`src/sad_consts.svh`:
```
// Purpose: Offsets, field positions, reset values and timing figures of the scan sequencer
// Assumes: Byte offsets inside the 256-byte short I/O window, 16-bit registers
// Notes: Definitions only
`ifndef SAD_CONSTS_SVH
`define SAD_CONSTS_SVH
// ----------------------------------------
// Register offsets
// ----------------------------------------
`define SAD_OFS_RES_END 8'h80
`define SAD_OFS_CTRL 8'h80
`define SAD_OFS_STAT 8'h82
`define SAD_OFS_CMD 8'h84
`define SAD_OFS_IRQ 8'h86
`define SAD_OFS_TMR0 8'h88
`define SAD_OFS_TMR1 8'h8a
`define SAD_OFS_TMR2 8'h8c
`define SAD_OFS_TCTL 8'h8e
// ----------------------------------------
// Field positions
// ----------------------------------------
`define SAD_CMD_CONV 0
`define SAD_CMD_SCAN 1
`define SAD_CHAN_LSB 8
`define SAD_VEC_LSB 8
// ----------------------------------------
// Reset values and bus codes
// ----------------------------------------
`define SAD_CTRL_RST 16'h0080
`define SAD_TMR_RST 16'hffff
`define SAD_AM_USR 6'h29
`define SAD_AM_SUP 6'h2d
`define SAD_CHAN_MIN 6'h01
`define SAD_CHAN_ALL 6'h3f
// ----------------------------------------
// Timing
// ----------------------------------------
`define SAD_CLK_MHZ 10
`define SAD_ACQ_NS 15000
`define SAD_ACQ_HG_NS 28000
`define SAD_CONV_NS 15000
`define SAD_RATE_HZ 33000
`define SAD_RATE_HG_HZ 23000
`endif

```
`src/sad_pkg.sv`:
```
// Purpose: Types shared by the scan sequencer files
// Assumes: Nothing beyond SystemVerilog packed types
// Notes: Sequencer state is one packed struct
package sad_pkg;
	typedef enum logic [2:0] {
		SAD_AUTO = 3'h0,
		SAD_RPOLL = 3'h1,
		SAD_RIRQ = 3'h2,
		SAD_SPOLL = 3'h3,
		SAD_SIRQ = 3'h4,
		SAD_BIT = 3'h5
	} sad_mode_t;
	typedef enum logic [1:0] {
		SAD_IDLE = 2'h0,
		SAD_ACQ = 2'h1,
		SAD_CONV = 2'h3,
		SAD_STORE = 2'h2
	} sad_fsm_t;
	typedef enum logic [1:0] {SAD_BIN = 2'h0, SAD_OFFS = 2'h1, SAD_TWOS = 2'h2} sad_code_t;
	typedef struct packed {
		logic [5:0] pad;
		logic trg_ext;
		logic trg_tmr;
		logic led_on;
		logic [1:0] ref_sel;
		logic [1:0] code;
		logic [2:0] mode;
	} sad_ctrl_t;
	typedef struct packed {
		logic ext_trig;
		logic [11:0] adc_data;
		logic [7:0] base;
		logic [1:0] am_sel;
		logic [5:0] scan_last;
		logic high_gain;
	} sad_pins_t;
	typedef struct packed {
		logic exp;
		logic [15:0] nxt;
	} sad_tmr_t;
	typedef struct packed {
		sad_pins_t pin_s1;
		sad_pins_t pin_s2;
		sad_pins_t pin_s3;
		sad_pins_t pin_ok;
		logic trig_prev;
		sad_ctrl_t ctrl;
		logic [2:0] irq_lvl;
		logic [7:0] irq_vec;
		logic [2:0][15:0] tmr_rld;
		logic [2:0][15:0] tmr_cnt;
		logic [1:0] tmr_casc;
		sad_fsm_t fsm;
		logic [8:0] cnt;
		logic [5:0] chan;
		logic scan_act;
		logic eoc;
		logic eos;
		logic irq_pend;
		logic adc_start;
		logic ref_en;
		logic [6:0] irq_out;
		logic pend;
		logic pend_iack;
		logic pend_err;
		logic ack;
		logic err;
		logic [15:0] dat;
	} sad_state_t;
endpackage

```
`src/sad_sequencer.sv`:
```
// Purpose: Conversion sequencer, result store and bus slave of a 64-channel scanning converter
// Assumes: Classic Wishbone slave, 16-bit data, address modifier on WB_TGA_I, IACK on WB_TGC_I
// Notes: Jumpers and converter pins pass a three-stage synchroniser
//
// What this block does
// RULE1: Reset puts the sequencer in continuous autoscan; software may choose it later.
// RULE2: Autoscan converts enabled channels forever, each into its own 16-bit word.
// RULE3: Host uses autoscan only at gain one with sixteen or more channels.
// RULE4: Scan length is set by jumper from 2 to 64 channels.
// RULE5: Random poll: host starts one conversion, end-of-conversion flag then sets.
// RULE6: Random interrupt: as random poll, plus a bus interrupt at the end.
// RULE7: Scan poll: one scan of enabled channels, then end-of-scan flag sets.
// RULE8: Scan interrupt: one scan, then an end-of-scan interrupt.
// RULE9: Test autoscan scans all channels, one of three references on channel 0.
// RULE10: Three 16-bit timers, cascadable to 48 bits, trigger scans periodically.
// RULE11: An external trigger input can also start a scan.
// RULE12: Interrupts go to any bus level 1 to 7, set by software.
// RULE13: Address bits 15..8 match jumper base; window is 256 bytes.
// RULE14: Address modifier jumpers allow user, supervisor or both short I/O.
// RULE15: 12-bit result in low bits, coded per mode, sign copied to bits 15..12.
// RULE16: Diagnostic lamp lights at reset, stays lit until software clears it.
// RULE17: Result words read at any time, returning the newest stored value.
// RULE18: Interrupt request drops when the host acknowledges it.
// RULE19: Bus is 16-bit address and 16-bit data only.
// RULE20: Each conversion gets 15 us and the channel rate stays at or below 33 kHz.
// RULE21: High gain gets 28 us acquisition and a rate at or below 23 kHz.
// RULE22: Starting a conversion or scan clears its completion flag.
//
// Our own choices: the placing of the registers and the Wishbone interface to the registers.
`timescale 1ns/10ps
`default_nettype none
`include "sad_consts.svh"
module sad_sequencer (
	input wire logic CLOCK,
	input wire logic SYS_RST,
	input wire logic WB_CYC_I,
	input wire logic WB_STB_I,
	input wire logic WB_WE_I,
	input wire logic [15:0] WB_ADR_I,
	input wire logic [1:0] WB_SEL_I,
	input wire logic [15:0] WB_DAT_I,
	input wire logic [5:0] WB_TGA_I,
	input wire logic WB_TGC_I,
	output logic [15:0] WB_DAT_O,
	output logic WB_ACK_O,
	output logic WB_ERR_O,
	input wire logic [7:0] JMP_BASE,
	input wire logic [1:0] JMP_AM_SEL,
	input wire logic [5:0] JMP_SCAN_LAST,
	input wire logic JMP_HIGH_GAIN,
	input wire logic EXT_TRIG,
	input wire logic [11:0] ADC_DATA,
	output logic [5:0] ADC_CHAN,
	output logic ADC_START,
	output logic ADC_REF_EN,
	output logic [1:0] ADC_REF_SEL,
	output logic [6:0] IRQ_REQ,
	output logic LED_ON
);
	// ----------------------------------------
	// Timing
	// ----------------------------------------
	localparam int ACQ_N = (`SAD_ACQ_NS * `SAD_CLK_MHZ + 999) / 1000;
	localparam int ACQ_HG_N = (`SAD_ACQ_HG_NS * `SAD_CLK_MHZ + 999) / 1000;
	localparam int CONV_N = (`SAD_CONV_NS * `SAD_CLK_MHZ + 999) / 1000;
	localparam int SLOT_N = (`SAD_CLK_MHZ * 1000000 + `SAD_RATE_HZ - 1) / `SAD_RATE_HZ;
	localparam int SLOT_HG_N = (`SAD_CLK_MHZ * 1000000 + `SAD_RATE_HG_HZ - 1) / `SAD_RATE_HG_HZ;
	// Acquisition is stretched so that acquire, convert and store never beat the rate cap
	localparam int ACQ_L = ((ACQ_N > SLOT_N - CONV_N - 1) ? ACQ_N : SLOT_N - CONV_N - 1) - 1;
	localparam int ACQ_HG_L = ((ACQ_HG_N > SLOT_HG_N - CONV_N - 1) ? ACQ_HG_N :
		SLOT_HG_N - CONV_N - 1) - 1;
	localparam int CONV_L = CONV_N - 1;

	sad_pkg::sad_state_t st_reg;
	sad_pkg::sad_state_t st_next;
	sad_pkg::sad_tmr_t t0;
	sad_pkg::sad_tmr_t t1;
	sad_pkg::sad_tmr_t t2;
	logic [15:0] mem_rd;
	logic [15:0] res_word;
	logic mem_we;
	logic [5:0] scan_last;
	logic am_ok;
	logic win;
	logic iack_hit;

	// ----------------------------------------
	// Functions
	// ----------------------------------------
	// Converter delivers offset binary; recode and copy the sign upward
	function automatic logic [15:0] sad_fmt(input logic [11:0] raw, input logic [1:0] code);
		logic [11:0] tw;
		tw = {~raw[11], raw[10:0]};
		case (code)
			sad_pkg::SAD_OFFS: sad_fmt = {{4{~raw[11]}}, raw};
			sad_pkg::SAD_TWOS: sad_fmt = {{4{tw[11]}}, tw};
			default: sad_fmt = {4'h0, raw};
		endcase
	endfunction

	// One down-counter of the timer chain; reloads when it expires
	function automatic sad_pkg::sad_tmr_t sad_tmr_step(input logic [15:0] cnt,
		input logic [15:0] rld, input logic tick);
		sad_tmr_step.exp = tick && (cnt == 16'h0000);
		if (!tick) begin
			sad_tmr_step.nxt = cnt;
		end else if (cnt == 16'h0000) begin
			sad_tmr_step.nxt = rld;
		end else begin
			sad_tmr_step.nxt = 16'(cnt - 16'h0001);
		end
	endfunction

	// Level 0 disables; levels 1..7 map to request lines 0..6
	function automatic logic [6:0] sad_lvl_line(input logic [2:0] lvl);
		sad_lvl_line = (lvl == 3'h0) ? 7'h00 : 7'(7'h01 << (lvl - 3'h1));
	endfunction

	// ----------------------------------------
	// Result store
	// ----------------------------------------
	assign mem_we = (st_reg.fsm == sad_pkg::SAD_STORE);
	assign res_word = sad_fmt(st_reg.pin_ok.adc_data, st_reg.ctrl.code); // [RULE15]
	sad_result_ram #(.DEPTH(64), .WIDTH(16), .AW(6)) u_ram (
		.CLOCK(CLOCK),
		.SYS_RST(SYS_RST),
		.wr_en(mem_we),
		.wr_addr(st_reg.chan),
		.wr_data(res_word),
		.rd_addr(WB_ADR_I[6:1]),
		.rd_data(mem_rd)
	); // [RULE2] [RULE17]

	// Decode of window, modifier and acknowledge cycle
	assign am_ok = ((WB_TGA_I == `SAD_AM_SUP) && st_reg.pin_ok.am_sel[1]) ||
		((WB_TGA_I == `SAD_AM_USR) && st_reg.pin_ok.am_sel[0]); // [RULE14]
	assign win = (WB_ADR_I[15:8] == st_reg.pin_ok.base) && am_ok; // [RULE13]
	assign iack_hit = st_reg.irq_pend && (st_reg.irq_lvl != 3'h0) &&
		(WB_ADR_I[3:1] == st_reg.irq_lvl);
	// Test mode always sweeps the whole board; a jumper value of zero is raised to one, so at least two channels scan
	assign scan_last = (st_reg.ctrl.mode == sad_pkg::SAD_BIT) ? `SAD_CHAN_ALL :
		(st_reg.pin_ok.scan_last < `SAD_CHAN_MIN) ? `SAD_CHAN_MIN :
		st_reg.pin_ok.scan_last; // [RULE4] [RULE9]

	// ----------------------------------------
	// Next state
	// ----------------------------------------
	always_comb begin
		logic cmd_conv, cmd_scan, trig, cont, go;
		logic [8:0] acq_l;
		logic [7:0] ofs;
		cmd_conv = 1'b0;
		cmd_scan = 1'b0;
		trig = 1'b0;
		cont = 1'b0;
		go = 1'b0;
		acq_l = 9'h000;
		ofs = WB_ADR_I[7:0];
		st_next = st_reg;
		// Pins: a bit changes once the second and third stages agree
		st_next.pin_s1 = {EXT_TRIG, ADC_DATA, JMP_BASE, JMP_AM_SEL, JMP_SCAN_LAST, JMP_HIGH_GAIN};
		st_next.pin_s2 = st_reg.pin_s1;
		st_next.pin_s3 = st_reg.pin_s2;
		st_next.pin_ok = (~(st_reg.pin_s2 ^ st_reg.pin_s3) & st_reg.pin_s2) |
			((st_reg.pin_s2 ^ st_reg.pin_s3) & st_reg.pin_ok);
		st_next.trig_prev = st_reg.pin_ok.ext_trig;
		st_next.adc_start = 1'b0;
		st_next.ack = 1'b0;
		st_next.err = 1'b0;
		// Timer chain; cascading feeds one stage from the expiry of the one before
		t0 = sad_tmr_step(st_reg.tmr_cnt[0], st_reg.tmr_rld[0], 1'b1);
		t1 = sad_tmr_step(st_reg.tmr_cnt[1], st_reg.tmr_rld[1],
			st_reg.tmr_casc[0] ? t0.exp : 1'b1);
		t2 = sad_tmr_step(st_reg.tmr_cnt[2], st_reg.tmr_rld[2],
			st_reg.tmr_casc[1] ? t1.exp : 1'b1); // [RULE10]
		st_next.tmr_cnt = {t2.nxt, t1.nxt, t0.nxt};
		trig = (st_reg.ctrl.trg_tmr && t2.exp) ||
			(st_reg.ctrl.trg_ext && st_reg.pin_ok.ext_trig && !st_reg.trig_prev); // [RULE10] [RULE11]

		// Bus: latch a request, answer it on the following edge
		if (WB_CYC_I && WB_STB_I && !st_reg.ack && !st_reg.err && !st_reg.pend &&
			(WB_TGC_I ? iack_hit : win)) begin
			st_next.pend = 1'b1;
			st_next.pend_iack = WB_TGC_I;
			st_next.pend_err = !WB_TGC_I && (WB_SEL_I != 2'h3); // [RULE19]
		end
		if (st_reg.pend) begin
			st_next.pend = 1'b0;
			st_next.err = st_reg.pend_err;
			st_next.ack = !st_reg.pend_err;
			st_next.dat = 16'h0000;
			if (st_reg.pend_iack) begin
				st_next.dat = {8'h00, st_reg.irq_vec};
				st_next.irq_pend = 1'b0; // [RULE18]
			end else if (!WB_WE_I && !st_reg.pend_err) begin
				case (ofs)
					`SAD_OFS_CTRL: st_next.dat = 16'(st_reg.ctrl);
					`SAD_OFS_STAT: st_next.dat = {2'h0, st_reg.chan, 4'h0, st_reg.irq_pend,
						(st_reg.fsm != sad_pkg::SAD_IDLE), st_reg.eos, st_reg.eoc};
					`SAD_OFS_IRQ: st_next.dat = {st_reg.irq_vec, 5'h00, st_reg.irq_lvl};
					`SAD_OFS_TMR0: st_next.dat = st_reg.tmr_rld[0];
					`SAD_OFS_TMR1: st_next.dat = st_reg.tmr_rld[1];
					`SAD_OFS_TMR2: st_next.dat = st_reg.tmr_rld[2];
					`SAD_OFS_TCTL: st_next.dat = {14'h0000, st_reg.tmr_casc};
					default: st_next.dat = (ofs < `SAD_OFS_RES_END) ? mem_rd : 16'h0000; // [RULE17]
				endcase
			end else if (!st_reg.pend_err) begin
				case (ofs)
					`SAD_OFS_CTRL: begin
						st_next.ctrl = sad_pkg::sad_ctrl_t'(WB_DAT_I); // [RULE1] [RULE16]
						st_next.ctrl.pad = 6'h00;
					end
					`SAD_OFS_CMD: begin
						cmd_conv = WB_DAT_I[`SAD_CMD_CONV];
						cmd_scan = WB_DAT_I[`SAD_CMD_SCAN];
					end
					`SAD_OFS_IRQ: begin
						st_next.irq_lvl = WB_DAT_I[2:0]; // [RULE12]
						st_next.irq_vec = WB_DAT_I[`SAD_VEC_LSB +: 8];
					end
					`SAD_OFS_TMR0: begin
						st_next.tmr_rld[0] = WB_DAT_I;
						st_next.tmr_cnt[0] = WB_DAT_I;
					end
					`SAD_OFS_TMR1: begin
						st_next.tmr_rld[1] = WB_DAT_I;
						st_next.tmr_cnt[1] = WB_DAT_I;
					end
					`SAD_OFS_TMR2: begin
						st_next.tmr_rld[2] = WB_DAT_I;
						st_next.tmr_cnt[2] = WB_DAT_I;
					end
					`SAD_OFS_TCTL: st_next.tmr_casc = WB_DAT_I[1:0];
				endcase
			end
		end

		// Sequencer
		cont = (st_reg.ctrl.mode == sad_pkg::SAD_AUTO) || (st_reg.ctrl.mode == sad_pkg::SAD_BIT);
		acq_l = st_reg.pin_ok.high_gain ? 9'(ACQ_HG_L) : 9'(ACQ_L); // [RULE20] [RULE21]
		unique case (st_reg.fsm)
			sad_pkg::SAD_IDLE: begin
				if (cont) begin
					st_next.chan = 6'h00; // [RULE1] [RULE2]
					go = 1'b1;
				end else if (cmd_conv && ((st_reg.ctrl.mode == sad_pkg::SAD_RPOLL) ||
					(st_reg.ctrl.mode == sad_pkg::SAD_RIRQ))) begin
					st_next.chan = WB_DAT_I[`SAD_CHAN_LSB +: 6]; // [RULE5]
					st_next.eoc = 1'b0; // [RULE22]
					go = 1'b1;
				end else if ((cmd_scan || trig) && ((st_reg.ctrl.mode == sad_pkg::SAD_SPOLL) ||
					(st_reg.ctrl.mode == sad_pkg::SAD_SIRQ))) begin
					st_next.chan = 6'h00;
					st_next.scan_act = 1'b1;
					st_next.eos = 1'b0; // [RULE22]
					go = 1'b1;
				end
			end
			sad_pkg::SAD_ACQ: begin
				if (st_reg.cnt == 9'h000) begin
					st_next.adc_start = 1'b1;
					st_next.cnt = 9'(CONV_L); // [RULE20]
					st_next.fsm = sad_pkg::SAD_CONV;
				end else begin
					st_next.cnt = 9'(st_reg.cnt - 9'h001);
				end
			end
			sad_pkg::SAD_CONV: begin
				if (st_reg.cnt == 9'h000) begin
					st_next.fsm = sad_pkg::SAD_STORE;
				end else begin
					st_next.cnt = 9'(st_reg.cnt - 9'h001);
				end
			end
			sad_pkg::SAD_STORE: begin
				if (cont || (st_reg.scan_act && (st_reg.chan != scan_last))) begin
					st_next.chan = (st_reg.chan == scan_last) ? 6'h00 :
						6'(st_reg.chan + 6'h01); // [RULE2] [RULE4]
					go = 1'b1;
				end else if (st_reg.scan_act) begin
					st_next.scan_act = 1'b0;
					st_next.eos = 1'b1; // [RULE7]
					st_next.fsm = sad_pkg::SAD_IDLE;
					if (st_reg.ctrl.mode == sad_pkg::SAD_SIRQ && st_reg.irq_lvl != 3'h0) begin
						st_next.irq_pend = 1'b1; // [RULE8]
					end
				end else begin
					st_next.eoc = 1'b1; // [RULE5]
					st_next.fsm = sad_pkg::SAD_IDLE;
					if (st_reg.ctrl.mode == sad_pkg::SAD_RIRQ && st_reg.irq_lvl != 3'h0) begin
						st_next.irq_pend = 1'b1; // [RULE6]
					end
				end
			end
		endcase
		if (go) begin
			st_next.fsm = sad_pkg::SAD_ACQ;
			st_next.cnt = acq_l;
		end
		// Reference is routed only while test mode addresses channel 0
		st_next.ref_en = (st_next.ctrl.mode == sad_pkg::SAD_BIT) && (st_next.chan == 6'h00); // [RULE9]
		st_next.irq_out = st_next.irq_pend ? sad_lvl_line(st_next.irq_lvl) : 7'h00; // [RULE12]
	end

	// ----------------------------------------
	// State register
	// ----------------------------------------
	always_ff @(posedge CLOCK) begin
		if (SYS_RST) begin
			st_reg <= '0;
			st_reg.ctrl <= sad_pkg::sad_ctrl_t'(`SAD_CTRL_RST); // [RULE1] [RULE16]
			st_reg.tmr_rld <= {3{`SAD_TMR_RST}};
			st_reg.tmr_cnt <= {3{`SAD_TMR_RST}};
		end else begin
			st_reg <= st_next;
		end
	end

	// Outputs straight from the state register
	assign WB_DAT_O = st_reg.dat;
	assign WB_ACK_O = st_reg.ack;
	assign WB_ERR_O = st_reg.err;
	assign ADC_CHAN = st_reg.chan;
	assign ADC_START = st_reg.adc_start;
	assign ADC_REF_EN = st_reg.ref_en;
	assign ADC_REF_SEL = st_reg.ctrl.ref_sel;
	assign IRQ_REQ = st_reg.irq_out;
	assign LED_ON = st_reg.ctrl.led_on;
endmodule
`default_nettype wire

```
`src/sad_result_ram.sv`:
```
// Purpose: Dual-port result store, one word per channel
// Assumes: One write port from the sequencer, one read port for the bus
// Notes: Read data come out of a register one edge after the address
`timescale 1ns/10ps
`default_nettype none
module sad_result_ram #(
	parameter int DEPTH = 64,
	parameter int WIDTH = 16,
	parameter int AW = 6
) (
	input wire logic CLOCK,
	input wire logic SYS_RST,
	input wire logic wr_en,
	input wire logic [AW-1:0] wr_addr,
	input wire logic [WIDTH-1:0] wr_data,
	input wire logic [AW-1:0] rd_addr,
	output logic [WIDTH-1:0] rd_data
);
	typedef struct packed {
		logic [DEPTH-1:0][WIDTH-1:0] mem;
		logic [WIDTH-1:0] rd;
	} sad_ram_state_t;
	sad_ram_state_t st_reg;
	sad_ram_state_t st_next;
	// A read of the word being written returns the old value; the next read sees the new one
	always_comb begin
		st_next = st_reg;
		st_next.rd = st_reg.mem[rd_addr];
		if (wr_en) begin
			st_next.mem[wr_addr] = wr_data;
		end
	end
	// State register
	always_ff @(posedge CLOCK) begin
		if (SYS_RST) begin
			st_reg <= '0;
		end else begin
			st_reg <= st_next;
		end
	end
	assign rd_data = st_reg.rd;
endmodule
`default_nettype wire

```
`config.mk`:
```
export PLATFORM = sky130hd
export DESIGN_NAME = sad_sequencer
export DESIGN_NICKNAME = d
export VERILOG_FILES = /design/src/sad_pkg.sv /design/src/sad_sequencer.sv /design/src/sad_result_ram.sv
export VERILOG_INCLUDE_DIRS = /design/src
export SDC_FILE = /design/constraint.sdc
export NUM_CORES = 2
export LEC_CHECK = 0
export BUFFER_PORTS_ARGS = -buffer_cell sky130_fd_sc_hd__buf_2
export CAP_MARGIN = 10
export CORE_MARGIN = 2
export CORE_UTILIZATION = 63
export CTS_CLUSTER_DIAMETER = 80
export DETAILED_ROUTE_END_ITERATION = 7
export PLACE_DENSITY = 0.82
export SYNTH_ARGS = -nofsm -noshare
export SYNTH_HDL_FRONTEND = slang
export SYNTH_SLANG_ARGS = --single-unit
```
`constraint.sdc`:
```
create_clock -name CLOCK -period 3.9 [get_ports CLOCK]
set_input_delay 0.78 -clock CLOCK [delete_from_list [all_inputs] [get_ports CLOCK]]
set_output_delay 0.78 -clock CLOCK [all_outputs]
set_load 0.02 [all_outputs]
```
* Word-level counts from Yosys, hierarchy flattened
Index checks and enable logic that the tools add are counted.
** Word-level totals
- Memories kept :: 0
- Memory bits (read-only) :: 0
- Bits in latches :: 0
- Register bits :: 1331
- Memory bits (writable) :: 0
- Output and inout port bits :: 36
- Logic and storage cells :: 332
** Operators by class
- Reduce and logical (&&, ||, !) cells :: 69
- $mul :: 0
- Bitwise logic cells :: 12
- Divide/modulo/power cells :: 0
- Order comparisons :: 5
- Equal/unequal tests :: 39
- Add/subtract/negate cells :: 6
- Shifts and indexed selects :: 1
- Muxes and demuxes :: 78
** Operators with widths (number)
- $bwmux 1024 :: 1
- $mux 112 :: 4
- $mux 16 :: 16
- $pmux 16 s7 :: 1
- $bmux 16 s6 :: 1
- $demux 16 s6 :: 1
- $eq 8x8->1 const B :: 8
- $and 30x30->30 :: 2
- $logic_not 16->1 :: 3
- $sub 16x1->16 const B :: 3
- $reduce_and 5->1 :: 8
- $mux 6 :: 6
- $pmux 9 s2 :: 2
- $pmux 16 s2 :: 1
- $mux 1 :: 30
- $not 30->30 :: 1
- $or 30x30->30 :: 1
- $xor 30x30->30 :: 1
- $mux 9 :: 3
- $logic_and 1x1->1 :: 24
- $ne 2x2->1 const B :: 10
- $lt 6x7->1 const B :: 2
- $eq 6x6->1 const B :: 2
- $mux 11 :: 1
- 40 further kinds :: 78

* Depth between registers and ports, before layout
- Depth in word-level cells :: 15
- Depth in mapped cells :: 13
- Depth with buffers taken out :: 11

* By module
A second synthesis with hierarchy kept.
** Unflattened totals
- Cells, all modules :: 6499
- Area total of the unflattened synthesis :: 57561.5 µm²
** Modules (own cells, without submodules)
- sad_result_ram :: cells each 4986, sequential area each 20820.0 µm², times used 1, area an instance 44841.8 µm²
- sad_sequencer :: cells each 1513, sequential area each 5825.6 µm², times used 1, area an instance 12719.7 µm²

* Least setup slack after synthesis
Ideal clock, no wire load.
- Kind :: input port to flip-flop
- Start :: input WB_ADR_I[5]
- End :: register st_reg (netlist bit IRQ_REQ[4])
- Setup slack :: 476 ps
- Required time :: 3840 ps
- Buffers on the path :: 3
- Data arrival time :: 3364 ps
- Stages :: 13
- Path through :: clkbuf_1 -> or2_1 -> clkbuf_1 -> nor4_1 -> nand2_1 -> nor2_2 -> nand2_1 -> clkbuf_1 -> mux2i_1 -> ha_1 -> ha_1 -> nor2b_1 -> and3b_1
** On the way
- Word-level cells in the longest chain between the ends :: 8
** Ends and longest elaborated chain
- start: declaration :: RTL line sad_sequencer.sv:39 : input wire logic [15:0] WB_ADR_I,
- $eq 8x8->1 * :: RTL line sad_sequencer.sv:208 : case (ofs)
- $mux 11 * :: RTL line sad_sequencer.sv:208
- $mux 112 * :: RTL line sad_sequencer.sv:207 : end else if (!st_reg.pend_err) begin
- $mux 112 * :: RTL line sad_sequencer.sv:195 : end else if (!WB_WE_I && !st_reg.pend_err) begin
- $mux 112 * :: RTL line sad_sequencer.sv:192 : if (st_reg.pend_iack) begin
- $mux 112 * :: RTL line sad_sequencer.sv:187 : if (st_reg.pend) begin
- $sub 3x1->3 / $logic_not 3->1 (equally long branches) :: RTL line sad_sequencer.sv:116 : sad_lvl_line = (lvl == 3'h0) ? 7'h00 : 7'(7'h01 << (lvl - 3'h1));
- $shl 1x3->7 / $reduce_or 3->1 (equally long branches)
- end signal: assignment :: RTL line sad_sequencer.sv:315 : st_reg <= st_next;
- end: declaration :: RTL line sad_sequencer.sv:74 : sad_pkg::sad_state_t st_reg;
Every way passes the cells marked *; elsewhere a longest branch is shown, timed or not.
A chain may end at the register's enable or synchronous reset.

* Final worst setup path
- Start :: register st_reg[49] in the netlist's numbering
- End :: register u_ram.st_reg[334] in the netlist's numbering
** On the way
- Word-level cells in the longest chain between the ends :: 1
** Ends and longest elaborated chain
- $eq 2x2->1 :: RTL line sad_sequencer.sv:122 : assign mem_we = (st_reg.fsm == sad_pkg::SAD_STORE);
- end signal: assignment :: RTL line sad_result_ram.sv:38 : st_reg <= st_next;
- end: declaration :: RTL line sad_result_ram.sv:23 : sad_ram_state_t st_reg;
No other way between the ends.

==> results.md <==
* IO Count at 112
* Pwr Total at 23.8 mW
* Hpwl dp at 91800 µm
* Clock Pin Slew Worst Setup and Hold Paths at 0.07 ns
* Commonest cells in the netlist: nand2_1, dfxtp_1, a21oi_1, clkbuf_1, nor2_1
* Filler cell count at 5523
* Violation count after the first detailed-route iteration at 6063
* Nets at 5724
* Starting Density at 63.6%
* Pwr Density at 445 nW/µm²
* Synth cell types at 76
* Synth top area share at 47.1%
* Chip Height at 281 µm
* CTS buffer count at 111
* Largest net degree at the start of global routing at 131
* Minimum clock period at 3.35 ns
* Placed Area at 49600 µm²
* Number of global-route vias before repair at 40.8k
* Die area at 78900 µm²
* Final Cell Area at 53500 µm²
* Sequential fraction of the synthesis area at 47.1%
* Area contributors post-synth: dfxtp_1, nand2_1, mux4_2
* Worst slew pin tran at 1.33 ns
* Largest family of logic cells by synthesized area: simple AND/OR/NAND/NOR gates
* Critical Path Fanout Max at 16
* Mux cell area share after synthesis at 12.3%
* Slew Limit Fails at 0
* First-pass GRT wire length at 226000 µm
* Max Fclk at 0.299 GHz
* Synthesized cell area at 48300 µm²
* Post-Synth XOR/XNOR Area at 0.417%
* DRT Pass-1 Iters at 7
* Peak VDD IR at 0.362 mV
* Setup slack, reg-to-reg at 0.55 ns
* EDFF count, synth at 0
* Final estimated routing congestion in global placement at 0.963
* CTS tree: built
* Hold_buf cts at 0
* Status: finished clean
* Final ANT Viol Nets at 0
* GRT Total Usage at 36.6%
* Worst slew margin at 11.1%
* Post-CTS Setup Bufs at 0
* Vias after detailed routing at 43.2k
* I/O Buffers at 111
* Max cap viols at 0
* Final Core Density at 70.4%
* Num rows at 101
* Cells after synthesis at 5758
* Avg Inst Size Synth at 8.38 µm²
* Synth Flop Type: dfxtp_1
* Kind of critical path: flip-flop to flip-flop
* CTS Root Cell: clkbuf_16
* Compound-Gate Fraction of Synth Area at 14.7%
* Clock Path Buffers at 3
* Drt via density at 6.40
* Layout cells sized above 1 at 13.2%
* Max reg flops at 832
* Hold Fails Final Rpt at 0
* CTS Sinks at 1136
* Clock Skews at 0.0222 ns
* Hold endpoint: st_reg[18]$_SDFFE_PP0P_
* Final TNS setup at 0 ns
* Clk Latency, worst-skew pair at 0.69 ns
* Startpoint types: flip-flop
* Crit share post-route at 85.9%
* Post-Syn Nets at 5848
* Critical path arrival at 3.91 ns
* Hold Crit Start: WB_SEL_I[1]
* Worst hold path class: input pin to flip-flop
* Synth Register Bits at 1136
* Reg-to-reg startpoint: st_reg[49]$_SDFFE_PP0P_
* YS warnings at 0
* Final setup vio count at 0
* H-tree depth at 3
* R2r endpoint: u_ram.st_reg[334]$_SDFFE_PP0P_
* Leak at 18.4 nW
* Layout area overhead at 10.7%
* CORE AREA at 75900 µm²
* Area share of fa/ha/maj cells after synthesis at 0.363%
* CP endpoint kind: flip-flop
* Cell with the most instances after synthesis: nand2_1
* Residual DRC count at 0
* Post-CTS sizing at 0
* FF-to-FF path depth at 6
* Yosys top cell by area: dfxtp_1
* Chip Width at 281 µm
* Async SR Flop Fraction at 0%
* Post-Route WL at 147000 µm
* Simple-gate portion of the synthesized area at 20.6%
* Worst EP required at 4.46 ns
* Routed wire per std cell at 21.8 µm
* Gr ovfl total at 0
* RSZ-0062 raised after global routing: no
* Initial antenna violation count at 5
* Hold Path Stages at 2
[stage by stage]
| step | setup WS, ns | cells | hold slack [ns] |
|---|---|---|---|
| 2_1_floorplan | 0.476 | 5758 | 0.414 |
| 3_3_place_gp | 0.220 | 6551 | 0.417 |
| 3_5_place_dp | 0.175 | 6551 | 0.420 |
| 4_1_cts | 0.753 | 6755 | 0.271 |
| 5_1_grt | 0.526 | 6755 | 0.298 |
| 6_report | 0.550 | 6758 | 0.288 |
[worst max-delay path by stage]
stage / cells past startpoint / endpoint / startpoint
finish: 6 / u_ram.st_reg[334]$_SDFFE_PP0P_ / st_reg[49]$_SDFFE_PP0P_
global route: 9 / ADC_REF_EN$_SDFF_PP0_ / st_reg[162]$_SDFF_PP0_
CTS: 9 / ADC_REF_EN$_SDFF_PP0_ / st_reg[162]$_SDFF_PP0_
detailed placement: 13 / IRQ_REQ[5]$_SDFF_PP0_ / WB_ADR_I[6]
global placement: 13 / IRQ_REQ[2]$_SDFF_PP0_ / WB_ADR_I[6]
floorplan: 13 / IRQ_REQ[4]$_SDFF_PP0_ / WB_ADR_I[5]
[power by group]
group / total, mW / switching, mW / leakage (nW) / internal (mW)
clock: 11.3 / 4.65 / 1.91 / 6.63
sequential: 11.7 / 0.0539 / 9.18 / 11.7
combinational: 0.827 / 0.548 / 7.28 / 0.279
[worst max-delay path: stages (launching register included)]
cell      delay (ns)
dfxtp_1         0.51
nand2b_1        0.42
nor2_1          0.28
and3_1          0.84
nand2_1         0.70
a21oi_1         0.37
nor2_1          0.07
[cells in the final DEF (no fill, tap or decap), types with 44 or more instances in the layout]
cell,count
nand2_1,1765
mux4_2,234
nor2_1,353
nor2b_1,96
nor3_1,46
buf_2,107
clkbuf_16,115
a21oi_1,1015
nand3_1,44
o21ai_0,111
mux2i_1,49
dfxtp_1,1125
buf_4,146
[cell families (layout without fill, tap and decap cells)]
family | after synthesis | after routing
simple gates | 2433 | 2433
compound gates | 1313 | 1313
flops | 1136 | 1136
buf+inv | 542 | 509
mux | 297 | 297
xor+xnor | 23 | 23
fa+ha+maj | 14 | 14
other cells | 0 | 3
[metal layers]
metal  GRT usage (%)  routed length (µm)  vias to the layer above
met1            47.1               53500                    20459
met2            56.3               65300                     2852
li1                -                   -                    19258
met4            22.2                9860                        8
met5               0                  50                        -
met3            8.56               18300                      648
[cell type report]
cell class              count  area (µm²)  share of cell area [%]
inverters                  31         116                   0.218
multi-input cells        4080       23400                    43.8
well taps                1030        1290                    2.41
clock inverters            43         531                   0.992
flip-flops and latches   1136       22800                    42.6
diodes                      3        7.51                  0.0140
repair buffers            274        2030                    3.80
clock buffers             161        3320                    6.21
No activity file was read; power rests on OpenSTA's default activity.
